[config.mk]
export PLATFORM = sky130hd
export DESIGN_NAME = srx_clock_ctrl
export DESIGN_NICKNAME = d
export VERILOG_FILES = /design/src/design/srx_pkg.sv /design/src/design/srx_clk_div.sv /design/src/design/srx_clock_ctrl.sv
export SDC_FILE = /design/constraint.sdc
export NUM_CORES = 1
export LEC_CHECK = 0
export ABC_AREA = 1
export BUFFER_PORTS_ARGS = -buffer_cell sky130_fd_sc_hd__buf_2
export CELL_PAD_IN_SITES_DETAIL_PLACEMENT = 0
export CELL_PAD_IN_SITES_GLOBAL_PLACEMENT = 1
export CORE_MARGIN = 4
export CORE_UTILIZATION = 40
export DETAILED_ROUTE_END_ITERATION = 8
export PLACE_DENSITY_LB_ADDON = 0.2
export SLEW_MARGIN = 20
export SYNTH_ARGS = -nofsm -noshare
export SYNTH_HDL_FRONTEND = slang
export SYNTH_SLANG_ARGS = --single-unit
[constraint.sdc]
create_clock -name CLK -period 9.17 [get_ports CLK]
set_input_delay 1.3755 -clock CLK [delete_from_list [all_inputs] [get_ports CLK]]
set_output_delay 1.3755 -clock CLK [all_outputs]
set_load 0.005 [all_outputs]
[src/design/srx_pkg.sv]
// Purpose: shared constants of the receiver start-up and clock source block
// Assumes: 100 MHz system clock, 32-bit command data
// Notes: register index sits above the two chip address bits of the address
package srx_pkg;
  // ==========================================================
  // command port layout
  localparam int ADDR_W = 6;
  localparam int DATA_W = 32;
  localparam int CHIP_LSB = 0;
  localparam int REG_LSB = 2;
  localparam logic [3:0] REG_CTRL = 4'h0;
  localparam logic [3:0] REG_STATUS = 4'h1;
  localparam logic [3:0] REG_FS_PERIOD = 4'h2;
  // ==========================================================
  // control register fields
  localparam int VCO_RUN_BIT = 0;
  localparam int XTAL_FREQ_BIT = 1;
  localparam int FS_MASK_BIT = 2;
  localparam int AMP_OP_LSB = 3;
  localparam int XDIV_LSB = 5;
  localparam int IN_SEL_LSB = 7;
  localparam int CLK_SRC_BIT = 10;
  localparam int CTRL_W = 11;
  localparam logic [CTRL_W-1:0] CTRL_RESET = 11'h001;
  // ==========================================================
  // field encodings
  localparam logic [1:0] AMP_CONT = 2'h0;
  localparam logic [1:0] AMP_AUTO = 2'h1;
  localparam logic [1:0] XDIV_1 = 2'h0;
  localparam logic [1:0] XDIV_2 = 2'h1;
  localparam logic [1:0] XDIV_4 = 2'h2;
  localparam logic [1:0] XDIV_MUTE = 2'h3;
  localparam logic [2:0] IN_NONE = 3'h7;
  // ==========================================================
  // timing
  localparam int CLK_MHZ = 100;
  localparam int SETTLE_US = 10000;
  localparam int SETTLE_CYC = SETTLE_US * CLK_MHZ;
  localparam int FS_W = 16;
  typedef enum logic [1:0] {FS_IDLE, FS_FIRST, FS_CHECK, FS_STABLE} srx_fs_t;
endpackage

[src/design/srx_clk_div.sv]
// Purpose: divider that turns the system clock into a square wave output
// Assumes: one clock; the output toggles on a one-cycle enable
// Notes: ratio 0 mutes the output low
`timescale 1ns/1ps
`default_nettype none
module srx_clk_div #(
  parameter int W = 3
) (
  // clock and reset
  input wire logic clk,
  input wire logic rst_n,
  // control
  input wire logic [1:0] ratio,
  // output
  output logic wave
);
  // ==========================================================
  // ratio 1,2,3 enables every cycle, on prescaler bit 0, on bits 1:0 both high
  logic [W-1:0] cnt_q;
  logic tick;
  initial begin
    if (W < 3) $error("srx_clk_div needs W of at least 3");
  end
  // free-running prescaler
  always_ff @(posedge clk or negedge rst_n) begin
    if (!rst_n) begin
      cnt_q <= '0;
    end else begin
      cnt_q <= cnt_q + 1'b1;
    end
  end
  always_comb begin
    case (ratio)
      2'h1: tick = 1'b1;
      2'h2: tick = cnt_q[0];
      2'h3: tick = &cnt_q[1:0];
      default: tick = 1'b0;
    endcase
  end
  // toggle on each enable, parked low when muted
  always_ff @(posedge clk or negedge rst_n) begin
    if (!rst_n) begin
      wave <= 1'b0;
    end else if (ratio == 2'h0) begin
      wave <= 1'b0;
    end else if (tick) begin
      wave <= ~wave;
    end
  end
endmodule
`default_nettype wire

[src/design/srx_clock_ctrl.sv]
// Purpose: strap capture, command decode and clock source control
// Assumes: all pins but ARST_N synchronous to CLK; PLL lock and fs edge come from analog
// Notes: crystal output wave stands for the crystal clock scaled to CLK
`timescale 1ns/1ps
`default_nettype none
module srx_clock_ctrl #(
  parameter int SETTLE_CYCLES = srx_pkg::SETTLE_CYC,
  parameter int FS_WIDTH = srx_pkg::FS_W
) (
  // clock and reset
  input wire logic CLK,
  input wire logic ARST_N,
  input wire logic SYS_RESET_N,
  // straps
  input wire logic ADDR_LOW_STRAP,
  input wire logic ADDR_HIGH_STRAP,
  input wire logic ROLE_STRAP,
  input wire logic GPIO_DIR_STRAP,
  // command port
  input wire logic [srx_pkg::ADDR_W-1:0] CMD_ADDR,
  input wire logic [srx_pkg::DATA_W-1:0] CMD_WDATA,
  input wire logic CMD_WR,
  input wire logic CMD_RD,
  output logic [srx_pkg::DATA_W-1:0] CMD_RDATA,
  // analog status
  input wire logic PLL_LOCK_RAW,
  input wire logic FS_EDGE,
  // clock pins
  output logic R_BIT_CLOCK_OE,
  output logic R_FRAME_CLOCK_OE,
  output logic R_MASTER_CLOCK_OE,
  output logic [3:0] GPIO_OE,
  output logic CRYSTAL_CLOCK_OUT,
  // clock source control
  output logic VCO_RUN,
  output logic AMP_RUN,
  output logic SRC_CRYSTAL,
  output logic CLOCK_MUTE,
  output logic LOCK_ERROR_OUT
);
  import srx_pkg::*;
  // ==========================================================
  // parameter checks
  // a settle count of zero would leave no error window after restart
  initial begin
    if (SETTLE_CYCLES < 1) $error("SETTLE_CYCLES must be positive");
    if (FS_WIDTH < 4 || FS_WIDTH > DATA_W) $error("FS_WIDTH out of range");
  end
  localparam int SW = $clog2(SETTLE_CYCLES + 1);
  localparam logic [SW-1:0] SETTLE_LOAD = SW'(SETTLE_CYCLES);
  // ==========================================================
  // reset release through two flops
  // async assert, sync release, so no flop sees a release edge near CLK
  // the core counts from the third edge after ARST_N rises
  logic arst_s1_q;
  logic arst_s2_q;
  always_ff @(posedge CLK or negedge ARST_N) begin
    if (!ARST_N) begin
      arst_s1_q <= 1'b0;
      arst_s2_q <= 1'b0;
    end else begin
      arst_s1_q <= 1'b1;
      arst_s2_q <= arst_s1_q;
    end
  end
  // system reset pin also holds the core
  logic run;
  assign run = SYS_RESET_N;
  // ==========================================================
  // strap capture: sampled while the pin is low, frozen on release
  // the last level before release wins; a floating strap pin
  // would leave the chip address undefined and the part unreachable
  logic [1:0] chip_addr_q;
  logic slave_q;
  logic gpio_out_q;
  always_ff @(posedge CLK or negedge arst_s2_q) begin
    if (!arst_s2_q) begin
      chip_addr_q <= 2'h0;
      slave_q <= 1'b0;
      gpio_out_q <= 1'b0;
    end else if (!run) begin
      chip_addr_q <= {ADDR_HIGH_STRAP, ADDR_LOW_STRAP};
      slave_q <= ROLE_STRAP;
      gpio_out_q <= GPIO_DIR_STRAP;
    end
  end
  // ==========================================================
  // command decode
  // index bits sit above the chip bits; a foreign chip address
  // leaves both the control write and the read data untouched
  logic chip_hit;
  logic [3:0] reg_idx;
  // low address bit is the first sent, so it sits at the lowest position
  assign chip_hit = CMD_ADDR[CHIP_LSB +: 2] == chip_addr_q;
  assign reg_idx = CMD_ADDR[REG_LSB +: 4];
  // control register
  // held at its reset word while the system reset pin is low
  logic [CTRL_W-1:0] ctrl_q;
  always_ff @(posedge CLK or negedge arst_s2_q) begin
    if (!arst_s2_q) begin
      ctrl_q <= CTRL_RESET;
    end else if (!run) begin
      ctrl_q <= CTRL_RESET;
    end else if (CMD_WR && chip_hit && reg_idx == REG_CTRL) begin
      ctrl_q <= CMD_WDATA[CTRL_W-1:0];
    end
  end
  logic vco_run_ctrl;
  logic crystal_freq_select;
  logic fs_change_error_mask;
  logic [1:0] osc_amp_operation;
  logic [1:0] crystal_out_divider;
  logic [2:0] input_select;
  logic clock_source_select;
  assign vco_run_ctrl = ctrl_q[VCO_RUN_BIT];
  assign crystal_freq_select = ctrl_q[XTAL_FREQ_BIT];
  assign fs_change_error_mask = ctrl_q[FS_MASK_BIT];
  assign osc_amp_operation = ctrl_q[AMP_OP_LSB +: 2];
  assign crystal_out_divider = ctrl_q[XDIV_LSB +: 2];
  assign input_select = ctrl_q[IN_SEL_LSB +: 3];
  assign clock_source_select = ctrl_q[CLK_SRC_BIT];
  // ==========================================================
  // lock qualification: no input or stopped VCO means unlocked
  // the raw analog level cannot be trusted in either case,
  // so both gate it before anything switches on lock
  logic locked;
  assign locked = PLL_LOCK_RAW && vco_run_ctrl && input_select != IN_NONE;
  // amplifier state: auto mode stops it while locked
  // codes 2 and 3 stop the amplifier outright
  logic amp_run_d;
  always_comb begin
    case (osc_amp_operation)
      AMP_CONT: amp_run_d = 1'b1;
      AMP_AUTO: amp_run_d = !locked;
      default: amp_run_d = 1'b0;
    endcase
  end
  // source: select 0 follows lock, 1 forces crystal, both systems at once
  // one select feeds R and S systems, so they can never disagree
  logic src_xtal_d;
  assign src_xtal_d = clock_source_select || !locked;
  // ==========================================================
  // pin direction and source outputs
  // pins are directed one edge after the strap capture
  always_ff @(posedge CLK or negedge arst_s2_q) begin
    if (!arst_s2_q) begin
      R_BIT_CLOCK_OE <= 1'b0;
      R_FRAME_CLOCK_OE <= 1'b0;
      R_MASTER_CLOCK_OE <= 1'b0;
      GPIO_OE <= 4'h0;
    end else begin
      R_BIT_CLOCK_OE <= !slave_q;
      R_FRAME_CLOCK_OE <= !slave_q;
      R_MASTER_CLOCK_OE <= 1'b1;
      GPIO_OE <= {4{gpio_out_q}};
    end
  end
  // source, amplifier and mute, updated together
  always_ff @(posedge CLK or negedge arst_s2_q) begin
    if (!arst_s2_q) begin
      VCO_RUN <= 1'b1;
      AMP_RUN <= 1'b1;
      SRC_CRYSTAL <= 1'b1;
      CLOCK_MUTE <= 1'b0;
    end else if (!run) begin
      VCO_RUN <= 1'b1;
      AMP_RUN <= 1'b1;
      SRC_CRYSTAL <= 1'b1;
      CLOCK_MUTE <= 1'b0;
    end else begin
      VCO_RUN <= vco_run_ctrl;
      AMP_RUN <= amp_run_d;
      SRC_CRYSTAL <= src_xtal_d;
      // crystal source with a stopped amplifier has nothing to give
      CLOCK_MUTE <= src_xtal_d && !amp_run_d;
    end
  end
  // ==========================================================
  // crystal clock output divider
  // a stopped amplifier gives no crystal clock, so the divider parks
  logic [1:0] div_ratio;
  logic div_wave;
  always_comb begin
    case (crystal_out_divider)
      XDIV_1: div_ratio = 2'h1;
      XDIV_2: div_ratio = 2'h2;
      XDIV_4: div_ratio = 2'h3;
      default: div_ratio = 2'h0;
    endcase
    if (!AMP_RUN) div_ratio = 2'h0;
  end
  srx_clk_div #(.W(3)) u_xdiv (
    .clk(CLK),
    .rst_n(arst_s2_q),
    .ratio(div_ratio),
    .wave(div_wave)
  );
  // extra flop keeps the pin straight from a register
  always_ff @(posedge CLK or negedge arst_s2_q) begin
    if (!arst_s2_q) begin
      CRYSTAL_CLOCK_OUT <= 1'b0;
    end else begin
      CRYSTAL_CLOCK_OUT <= div_wave;
    end
  end
  // ==========================================================
  // amplifier restart detect
  // reset value matches AMP_RUN after reset, so no false restart
  logic amp_prev_q;
  logic amp_restart;
  always_ff @(posedge CLK or negedge arst_s2_q) begin
    if (!arst_s2_q) begin
      amp_prev_q <= 1'b1;
    end else begin
      amp_prev_q <= AMP_RUN;
    end
  end
  assign amp_restart = AMP_RUN && !amp_prev_q;
  // settle window after restart
  // long count at full rate; simulation shortens it by parameter
  logic [SW-1:0] settle_q;
  always_ff @(posedge CLK or negedge arst_s2_q) begin
    if (!arst_s2_q) begin
      settle_q <= '0;
    end else if (!run) begin
      settle_q <= '0;
    end else if (amp_restart) begin
      settle_q <= SETTLE_LOAD;
    end else if (settle_q != '0) begin
      settle_q <= settle_q - 1'b1;
    end
  end
  // ==========================================================
  // fs period measurement on crystal clock; only valid while amp runs
  // equal periods on two edges in a row mark the rate as stable
  // a single odd frame spacing shows as a change until the next pair
  srx_fs_t fs_state_q;
  logic [FS_WIDTH-1:0] fs_cnt_q;
  logic [FS_WIDTH-1:0] fs_last_q;
  logic fs_changed_q;
  always_ff @(posedge CLK or negedge arst_s2_q) begin
    if (!arst_s2_q) begin
      fs_state_q <= FS_IDLE;
      fs_cnt_q <= '0;
      fs_last_q <= '0;
      fs_changed_q <= 1'b0;
    end else if (!run || amp_restart || !AMP_RUN) begin
      // old value is dropped so a fresh pair must agree again
      fs_state_q <= FS_IDLE;
      fs_cnt_q <= '0;
      fs_last_q <= '0;
      fs_changed_q <= 1'b0;
    end else begin
      if (fs_cnt_q != '1) fs_cnt_q <= fs_cnt_q + 1'b1;
      if (FS_EDGE) begin
        fs_cnt_q <= '0;
        case (fs_state_q)
          FS_IDLE: fs_state_q <= FS_FIRST;
          FS_FIRST: begin
            fs_last_q <= fs_cnt_q;
            fs_state_q <= FS_CHECK;
          end
          default: begin
            fs_last_q <= fs_cnt_q;
            fs_changed_q <= fs_cnt_q != fs_last_q;
            fs_state_q <= (fs_cnt_q == fs_last_q) ? FS_STABLE : FS_CHECK;
          end
        endcase
      end
    end
  end
  // ==========================================================
  // lock error pin: high in reset, on unlock, while settling or fs change
  // trade-off: settling is a fixed count, not a measured oscillation
  logic fs_busy;
  assign fs_busy = fs_state_q != FS_STABLE && fs_state_q != FS_IDLE;
  always_ff @(posedge CLK or negedge arst_s2_q) begin
    if (!arst_s2_q) begin
      LOCK_ERROR_OUT <= 1'b1;
    end else if (!run) begin
      LOCK_ERROR_OUT <= 1'b1;
    end else begin
      // lock is reported whatever source is in use
      LOCK_ERROR_OUT <= !locked || settle_q != '0 ||
                        (fs_busy && amp_prev_q != AMP_RUN) ||
                        (fs_changed_q && !fs_change_error_mask);
    end
  end
  // ==========================================================
  // read data, one cycle after the strobe; other cycles read zero
  // strobes are one cycle long, so the value stands for one cycle
  logic [DATA_W-1:0] rd_d;
  always_comb begin
    rd_d = '0;
    if (!CMD_RD || !chip_hit) begin
      rd_d = '0;
    end else if (reg_idx == REG_CTRL) begin
      rd_d[CTRL_W-1:0] = ctrl_q;
    end else if (reg_idx == REG_STATUS) begin
      rd_d[0] = locked;
      rd_d[1] = SRC_CRYSTAL;
      rd_d[2] = AMP_RUN;
      rd_d[3] = CLOCK_MUTE;
      rd_d[4] = LOCK_ERROR_OUT;
      rd_d[5] = settle_q != '0;
      rd_d[6] = fs_state_q == FS_STABLE;
      rd_d[7] = slave_q;
      rd_d[8] = gpio_out_q;
      rd_d[10:9] = chip_addr_q;
      rd_d[11] = crystal_freq_select;
    end else if (reg_idx == REG_FS_PERIOD) begin
      rd_d[FS_WIDTH-1:0] = fs_last_q;
    end
  end
  always_ff @(posedge CLK or negedge arst_s2_q) begin
    if (!arst_s2_q) begin
      CMD_RDATA <= '0;
    end else begin
      CMD_RDATA <= rd_d;
    end
  end
endmodule
`default_nettype wire

==> summary.md, run 1 <==
| Metric | Value |
|---|---|
| Die ar. | `15090 um^2` |
| Req. time, crit path | `9420 ps` |
| Status | `complete, no violations` |
| Hold_buf cts | `0` |
| Gr ovfl total | `0` |
| GRT met3 Usage | `0.03963` |
| Core Box Area | `12770 um^2` |
| Clk slew on worst S/H paths | `80 ps` |
| Hold Fails Final Rpt | `0` |
| Drt pass-1 iters | `5` |
| Sw Ratio | `0.3407` |
| Hold Path Class | `flip-flop to async pin` |
| Vias per cell | `4.943` |
| CP max stage cell | `nand4_1` |
| Yosys warning total | `0` |
| Final #Nets | `795` |
| Peak supply drop | `0.1200 mV` |
| Synth top area cells | `dfrtp_1, nand2_1, inv_1, nor2_1, o21ai_0` |
| Startpoint types | `input pin` |
| RSZ-0062 raised after global routing | `false` |
| NetSw | `0.4576 mW` |
| DIE HEIGHT | `122.9 um` |
| Critical path's most frequent cell | `nor2_4` |
| Final core utilization | `0.4671` |
| Number of flops mapped to enable cells by yosys | `0` |
| Starting density of the core | `0.4131` |
| Fraction of layout cells with a size suffix above 1 | `0.1270` |
| R2R depth | `7` |
| Maximum root-to-sink buffer count | `2` |
| Initial antenna violation count | `0` |
| CTS tree | `done` |
| Rel. slew slack | `0.4848` |
| Port bufs | `56` |
| Post-CTS Setup Bufs | `0` |
| Critical Path AT | `3560 ps` |
| GPL Wtd Cong | `0.8326` |
| Design internal power | `0.8857 mW` |
| Crit path kind | `input pin to flip-flop` |
| Busiest grt layer | `met2` |
| Worst Max-Slew Pin Slew | `772.8 ps` |
| Register area share after synthesis | `0.4804` |
| P_leak | `3.072 nW` |
| Setup Skew | `15.34 ps` |
| Detailed Route Iter0 Violations | `307` |
| Pins over their slew limit | `0` |
| Synthesized flop and latch total | `101` |
| Area grow syn2layout | `13.09%` |
| CTS resizes | `0` |
| Fin Setup TNS | `0 ps` |
| Post-synth top area share | `0.4506` |
| Post-DP HPWL | `just under 10000 um` |
| CP Cell Sequence | `buf_2 > inv_2 > nor2_4 > nand2_2 > nor2_4 > nand4_1 > o21ai_0` |
| Crit Path Max Fanout | `24` |
| Largest net degree at the start of global routing | `62` |
| CP Capture Type | `flip-flop` |
| Netlist area before placement | `between 5000 and 6000 um^2` |
| Register area | `2539 um^2` |
| Fill cells | `1331` |
| GRT Total Usage | `0.1918` |
| Final Critical Period | `3315 ps` |
| Number of library cell types mapped by synthesis | `36` |
| DR WL/cell | `~15 um` |
| Final WL | `13600 um` |
| First-pass GRT wire length | `22390 um` |
| Worst Path Buf+Inv | `2` |
| Clk network pwr share | `0.326` |
| # diodes | `0` |
| Vias in the first global route | `4313` |
| Skew-Pair Late Insertion Delay | `360 ps` |
| Pwr per Cell Area | `225.1 nW/um^2` |
| DRC Markers | `0` |
| Ports | `94` |
| Finish-stage setup viols | `0` |
| Worst path max stage delay | `around 470 ps` |
| Sequential share of power | `0.402` |
| Clock Sinks | `101` |
| Cell count after synthesis | `approximately 680` |
| Dominant synthesized flop cell | `dfrtp_1` |
| Max-cap violation count | `0` |
| Largest area contributor in the netlist | `dfrtp_1` |
| Max Clock Freq | `301.7 MHz` |
| Worst path depth | `7` |
| Die W | `~120 um` |
| Area of the multi-input gates | `2246 um^2` |
| H-tree lvl count | `3` |
| CTS Buf Count | `9` |
| Final ANT Viol Nets | `0` |
| Met1 usage | `0.2664` |
| Total number of vias | `4508` |
| Logic gate share of total power | `0.272` |
| FP Rows | `41` |
| Ys async rst share | `1.000` |
| Top cell family by delay on the critical path | `simple AND/OR/NAND/NOR gates` |
| Root Buffer | `clkbuf_16` |
| Met2 layer usage reported by global route | `0.3082` |
| Crit share post-route | `0.3615` |
| Syn Area/Cell | `7.714 um^2` |
## worst paths after layout
path / startpoint / end / slack, ps
max: SYS_RESET_N / fs_cnt_q[1] / 5860
min: arst_s2_q / fs_cnt_q[14] / 320
max reg2reg: amp_prev_q / fs_cnt_q[1] / 6760
min reg2reg: arst_s2_q / fs_cnt_q[14] / 320
max in group asynchronous: arst_s2_q / fs_cnt_q[9] / 7670
min in group CLK: arst_s1_q / arst_s2_q / 350
## worst reg2reg max path, stage by stage (launching register included)
cell and delay, ps:
dfstp_2 510, inv_1 30, ha_1 290, nor2_4 200, nand2_2 200, nor2_4 260, nand4_1 470, o21ai_0 350
## state kept, by name, summed over array words and instances, names as in the netlist, 2 cells and up
| name | cells |
|---|---|
| CMD_RDATA | 16 |
| chip_addr_q | 2 |
| ctrl_q | 11 |
| fs_cnt_q | 16 |
| fs_last_q | 16 |
| fs_state_q | 2 |
| settle_q | 20 |
| u_xdiv.cnt_q | 2 |
## power by group through the flow
stage	clock network (mW)	logic, mW	registers, mW
floorplan	0	0.289	0.537
global placement	0	0.359	0.545
detailed placement	0	0.364	0.547
CTS	0.450	0.367	0.539
global route	0.465	0.428	0.547
finish	0.438	0.366	0.539
## final cells by class
class	count	share of cell area
timing repair buffer	58	0.04949
clock buffer	10	0.03837
sequential	101	0.4255
tap	172	0.03607
multi-input combinational	477	0.3764
clock inverter	6	0.01887
inverter	88	0.05536
## layer usage
| metal | routed length, um | share of wire | up-vias |
|---|---|---|---|
| met1 | 6756 | 0.50 | 2174 |
| met3 | 510 | 0.038 | 6 |
| li1 | - | - | 2253 |
| met5 | 0 | 0 | - |
| met4 | 72 | 0.0053 | 0 |
| met2 | 6258 | 0.46 | 75 |
## placed cells by master, fill, tap and decap left out, types with 2 or more instances in the layout
| cell | count |
|---|---|
| o21ai_0 | 54 |
| nor2_2 | 2 |
| dfstp_2 | 6 |
| or2_2 | 4 |
| ha_1 | 11 |
| clkinv_1 | 2 |
| nand2_1 | 171 |
| a31oi_1 | 3 |
| inv_2 | 3 |
| a21oi_1 | 39 |
| nor2_1 | 75 |
| nor2_4 | 3 |
| o21a_1 | 2 |
| conb_1 | 18 |
| clkbuf_16 | 9 |
| clkinvlp_4 | 3 |
| nand4_1 | 15 |
| nor3_1 | 17 |
| nand3_1 | 46 |
| buf_4 | 2 |
| buf_2 | 56 |
| dfrtp_1 | 94 |
| inv_1 | 83 |
| xor2_1 | 6 |
| bufinv_16 | 3 |
## cell usage after synthesis, types with 2 or more instances
library cell  number
buf_6              2
nor3_1            17
ha_1              11
o21a_1             2
buf_2              5
dfstp_2            6
nand2_1          171
a21oi_1           39
xor2_1             6
conb_1             2
nor2_4             3
inv_1             83
or2_2              4
o21ai_0           54
nand4_1           15
nand3_1           46
clkinv_1           2
nor2_1            75
a31oi_1            3
buf_4             20
clkbuf_1           6
inv_2              3
dfrtp_1           95
nor2_2             2
## logic make-up (layout without fill, tap and decap cells)
kind of cell	Yosys count	count (layout)	share of synthesized area
AO/OA/AOI/OAI	105	105	0.1053
XOR/XNOR	6	6	0.009960
adder cells (fa/ha/maj)	11	11	0.02608
buffers and inverters	122	162	0.1053
flip-flops	101	101	0.4804
other	2	18	0.001423
AND/OR/NAND/NOR	337	337	0.2715
## stage by stage
stage | hold slack [ps] | setup slack [ps] | total power, mW | std cells | area [um^2]
after floorplan | 331.2 | 6159 | 0.8256 | 700 | 5336
after global placement | 335.8 | 5492 | 0.9036 | 896 | 5625
after detailed placement | 337.0 | 5447 | 0.9108 | 896 | 5625
after CTS | 343.1 | 5835 | 1.356 | 912 | 5967
after global routing | 367.3 | 5623 | 1.440 | 912 | 5967
final | 317.6 | 5855 | 1.343 | 912 | 5967
Note: power is estimated with default switching activity, not from simulation.
==> run 2: changes to the inputs <==
--- a/config.mk
+++ b/config.mk
@@ -10,7 +10,7 @@
 export CELL_PAD_IN_SITES_DETAIL_PLACEMENT = 0
 export CELL_PAD_IN_SITES_GLOBAL_PLACEMENT = 1
 export CORE_MARGIN = 4
-export CORE_UTILIZATION = 40
+export CORE_UTILIZATION = 37
 export DETAILED_ROUTE_END_ITERATION = 8
 export PLACE_DENSITY_LB_ADDON = 0.2
 export SLEW_MARGIN = 20
==> constraint.sdc (replaced) <==
create_clock -name CLK -period 3 [get_ports CLK]
set_input_delay 0.45 -clock CLK [delete_from_list [all_inputs] [get_ports CLK]]
set_output_delay 0.45 -clock CLK [all_outputs]
set_load 0.005 [all_outputs]
==> run 2 against run 1 <==
  * Register-to-register slack lost 6000 ps
  * Sequential power grew to 3.0 times the previous value
  * Utilization decreased by 3.7 points
  * Largest cell class unchanged
  * Largest power group unchanged
  * Cell count is 1.2% higher
  * Global-route usage down 1.5 points
  * Power increased to 3.0 times the previous value
  * Critical path type is now flip-flop to flip-flop
  * Clock-buffer cell count did not move
  * First-iteration DRC count rose by 18%
  * Combinational power grew to 3.1 times the previous value
  * Wire length is 1.8% higher
  * Worst setup slack got worse by 5100 ps
==> summary.md, run 2 (same netlist as run 1, synthesis figures left out) <==
| Metric | Value |
|---|---|
| Status | `complete, no violations` |
| Sw Ratio | `0.3504 (+0.009761)` |
| Met1 usage | `0.2705 (+0.004085)` |
| GRT Total Usage | `0.1767 (-0.01504)` |
| Hold Fails Final Rpt | `0 (unchanged)` |
| Sequential share of power | `0.406 (+0.004)` |
| Crit path kind | `flip-flop to flip-flop` |
| Worst Max-Slew Pin Slew | `634.7 ps (-138.1 ps)` |
| Skew-Pair Late Insertion Delay | `350 ps (about the same)` |
| RSZ-0062 raised after global routing | `false` |
| CP Cell Sequence | `inv_1 > ha_1 > nor2_4 > nand2_2 > inv_1 > nand2_1 > a21oi_1 > nand2_1 > nand2_1` |
| # diodes | `0 (unchanged)` |
| Worst path depth | `9 (+2)` |
| Commonest non-fill, non-tap cell in the layout | `nand2_1` |
| Reg2Reg Capture Point | `fs_state_q[0]` |
| Critical path's most frequent cell | `nand2_1` |
| CP max stage cell | `inv_1` |
| Root Buffer | `clkbuf_16` |
| Post-DP HPWL | `10100 um (+1.6%)` |
| Most frequent cells in the layout | `nand2_1, dfrtp_1, inv_1` |
| Die W | `127.4 um (+3.7%)` |
| Final #Nets | `798 (+0.38%)` |
| Crit share post-route | `0.7442` |
| Clk slew on worst S/H paths | `70 ps (about the same)` |
| Rel. slew slack | `0.5764 (+0.09161)` |
| Vias in the first global route | `4310 (-0.070%)` |
| Die ar. | `16230 um^2 (+7.6%)` |
| DIE HEIGHT | `127.4 um (+3.7%)` |
| Fraction of layout cells with a size suffix above 1 | `0.1292 (+0.002179)` |
| Critical Path AT | `2520 ps (-1040 ps)` |
| Largest net degree at the start of global routing | `63 (+1.6%)` |
| Final core utilization | `0.4299 (-0.03722)` |
| Clock Sinks | `101 (unchanged)` |
| R2R depth | `9 (+2)` |
| Port bufs | `56 (unchanged)` |
| Core Box Area | `13930 um^2 (+9.1%)` |
| Initial antenna violation count | `0 (unchanged)` |
| Flop2flop setup slack | `770 ps (-5990 ps)` |
| NetSw | `1.418 mW (+210%)` |
| Met2 layer usage reported by global route | `0.2564 (-0.05174)` |
| RR Startpoint | `amp_prev_q` |
| Worst Path Buf+Inv | `2 (unchanged)` |
| Starting density of the core | `0.3786 (-0.03442)` |
| DRC Markers | `0 (unchanged)` |
| Finish-stage setup viols | `0 (unchanged)` |
| GPL Wtd Cong | `0.8166 (-1.9%)` |
| Final WL | `13850 um (+1.8%)` |
| Busiest grt layer | `met1` |
| GRT met3 Usage | `0.02550 (-0.01413)` |
| Hold Path Class | `input pin to flip-flop` |
| Power Total | `4.045 mW (+200%)` |
| Max reg flops | `20 (unchanged)` |
| Startpoint types | `flip-flop` |
| Ports | `94 (unchanged)` |
| CTS Buf Count | `9 (unchanged)` |
| Peak supply drop | `0.2837 mV (+140%)` |
| Final Critical Period | `2233 ps` |
| Vias per cell | `4.850 (-1.9%)` |
| CP endpoint | `fs_state_q[0]` |
| P_leak | `3.084 nW (+0.41%)` |
| CTS tree | `done` |
| Setup Skew | `11.82 ps (-3.516 ps)` |
| Pwr per Cell Area | `675.2 nW/um^2 (+200%)` |
| Worst path max stage delay | `530 ps (+60 ps)` |
| Total number of vias | `4477 (-0.69%)` |
| Hold_ws | `291.5 ps (-26.14 ps)` |
| Setup crit start | `amp_prev_q` |
| DR WL/cell | `15.00 um (+0.63%)` |
| First-pass GRT wire length | `22980 um (+2.6%)` |
| Design internal power | `2.628 mW (+200%)` |
| Maximum root-to-sink buffer count | `2 (unchanged)` |
| Pins over their slew limit | `0 (unchanged)` |
| Fin Setup TNS | `0 ps (unchanged)` |
| Logic gate share of total power | `0.278 (+0.006)` |
| Req. time, crit path | `3290 ps (-6130 ps)` |
| Max-cap violation count | `0 (unchanged)` |
| Area grow syn2layout | `13.54%` |
| Final ANT Viol Nets | `0 (unchanged)` |
| Crit Path Max Fanout | `20 (-17%)` |
| Most flops, register | `settle_q` |
| FP Rows | `43 (+4.9%)` |
| Gr ovfl total | `0 (unchanged)` |
| CP Capture Type | `flip-flop` |
| Drt pass-1 iters | `5 (unchanged)` |
| Detailed Route Iter0 Violations | `362 (+18%)` |
| Max Clock Freq | `roughly 450 MHz` |
| Top cell family by delay on the critical path | `simple AND/OR/NAND/NOR gates` |
| H-tree lvl count | `3 (unchanged)` |
| Clk network pwr share | `0.316 (-0.010)` |
| CTS resizes | `0 (unchanged)` |
[run 2: worst register-to-register path, cell delays in order (launching register included)]
cell and delay [ps]:
dfstp_2 520, inv_1 30, ha_1 290, nor2_4 190, nand2_2 180, inv_1 530
nand2_1 130, a21oi_1 160, nand2_1 80, nand2_1 60
[run 2: how the worst min path moves through the flow]
stage	from	endpoint	slack [ps]	depth (start not counted)
floorplan	ARST_N	arst_s1_q	150	0
global placement	ARST_N	arst_s1_q	230	1
detailed placement	ARST_N	arst_s1_q	240	1
CTS	ADDR_LOW_STRAP	chip_addr_q[0]	280	3
global route	ADDR_HIGH_STRAP	chip_addr_q[1]	290	3
finish	ADDR_LOW_STRAP	chip_addr_q[0]	290	3
[run 2: cell type report]
cell class | instances | area (um^2)
inverter | 88 | 330.3
fill | 1439 | 7944
multi-input combinational | 477 | 2246
clock buffer | 10 | 229.0
clock inverter | 6 | 88.84
timing repair buffer | 61 | 332.8
sequential | 101 | 2539
tap | 180 | 225.2
[run 2: stage by stage]
step                      setup slack, ps  instance area, um^2  std cells
after floorplan                      1310                 5338        700
after global placement              766.8                 5663        906
after detailed placement            737.4                 5663        906
after CTS                           723.9                 5991        923
after global routing                558.2                 5991        923
final                               767.4                 5991        923
[run 2: what timing repair did]
action,in CTS,in global routing
endpoints found under the hold margin,2,0
setup buffers,0,0
hold buffers,1,0
[run 2: power by group through the flow]
stage          Clock [mW]  Sequential, mW  Combinational, mW
2_1_floorplan           0            1.64              0.883
3_3_place_gp            0            1.66               1.11
3_5_place_dp            0            1.67               1.12
4_1_cts              1.31            1.64               1.13
5_1_grt              1.36            1.66               1.30
6_report             1.28            1.64               1.12
[run 2: routing by layer]
metal / wire length, um / vias up
met5: 0 / -
met4: 216 / 0
met3: 606 / 13
met2: 5945 / 91
met1: 7080 / 2107
li1: - / 2266
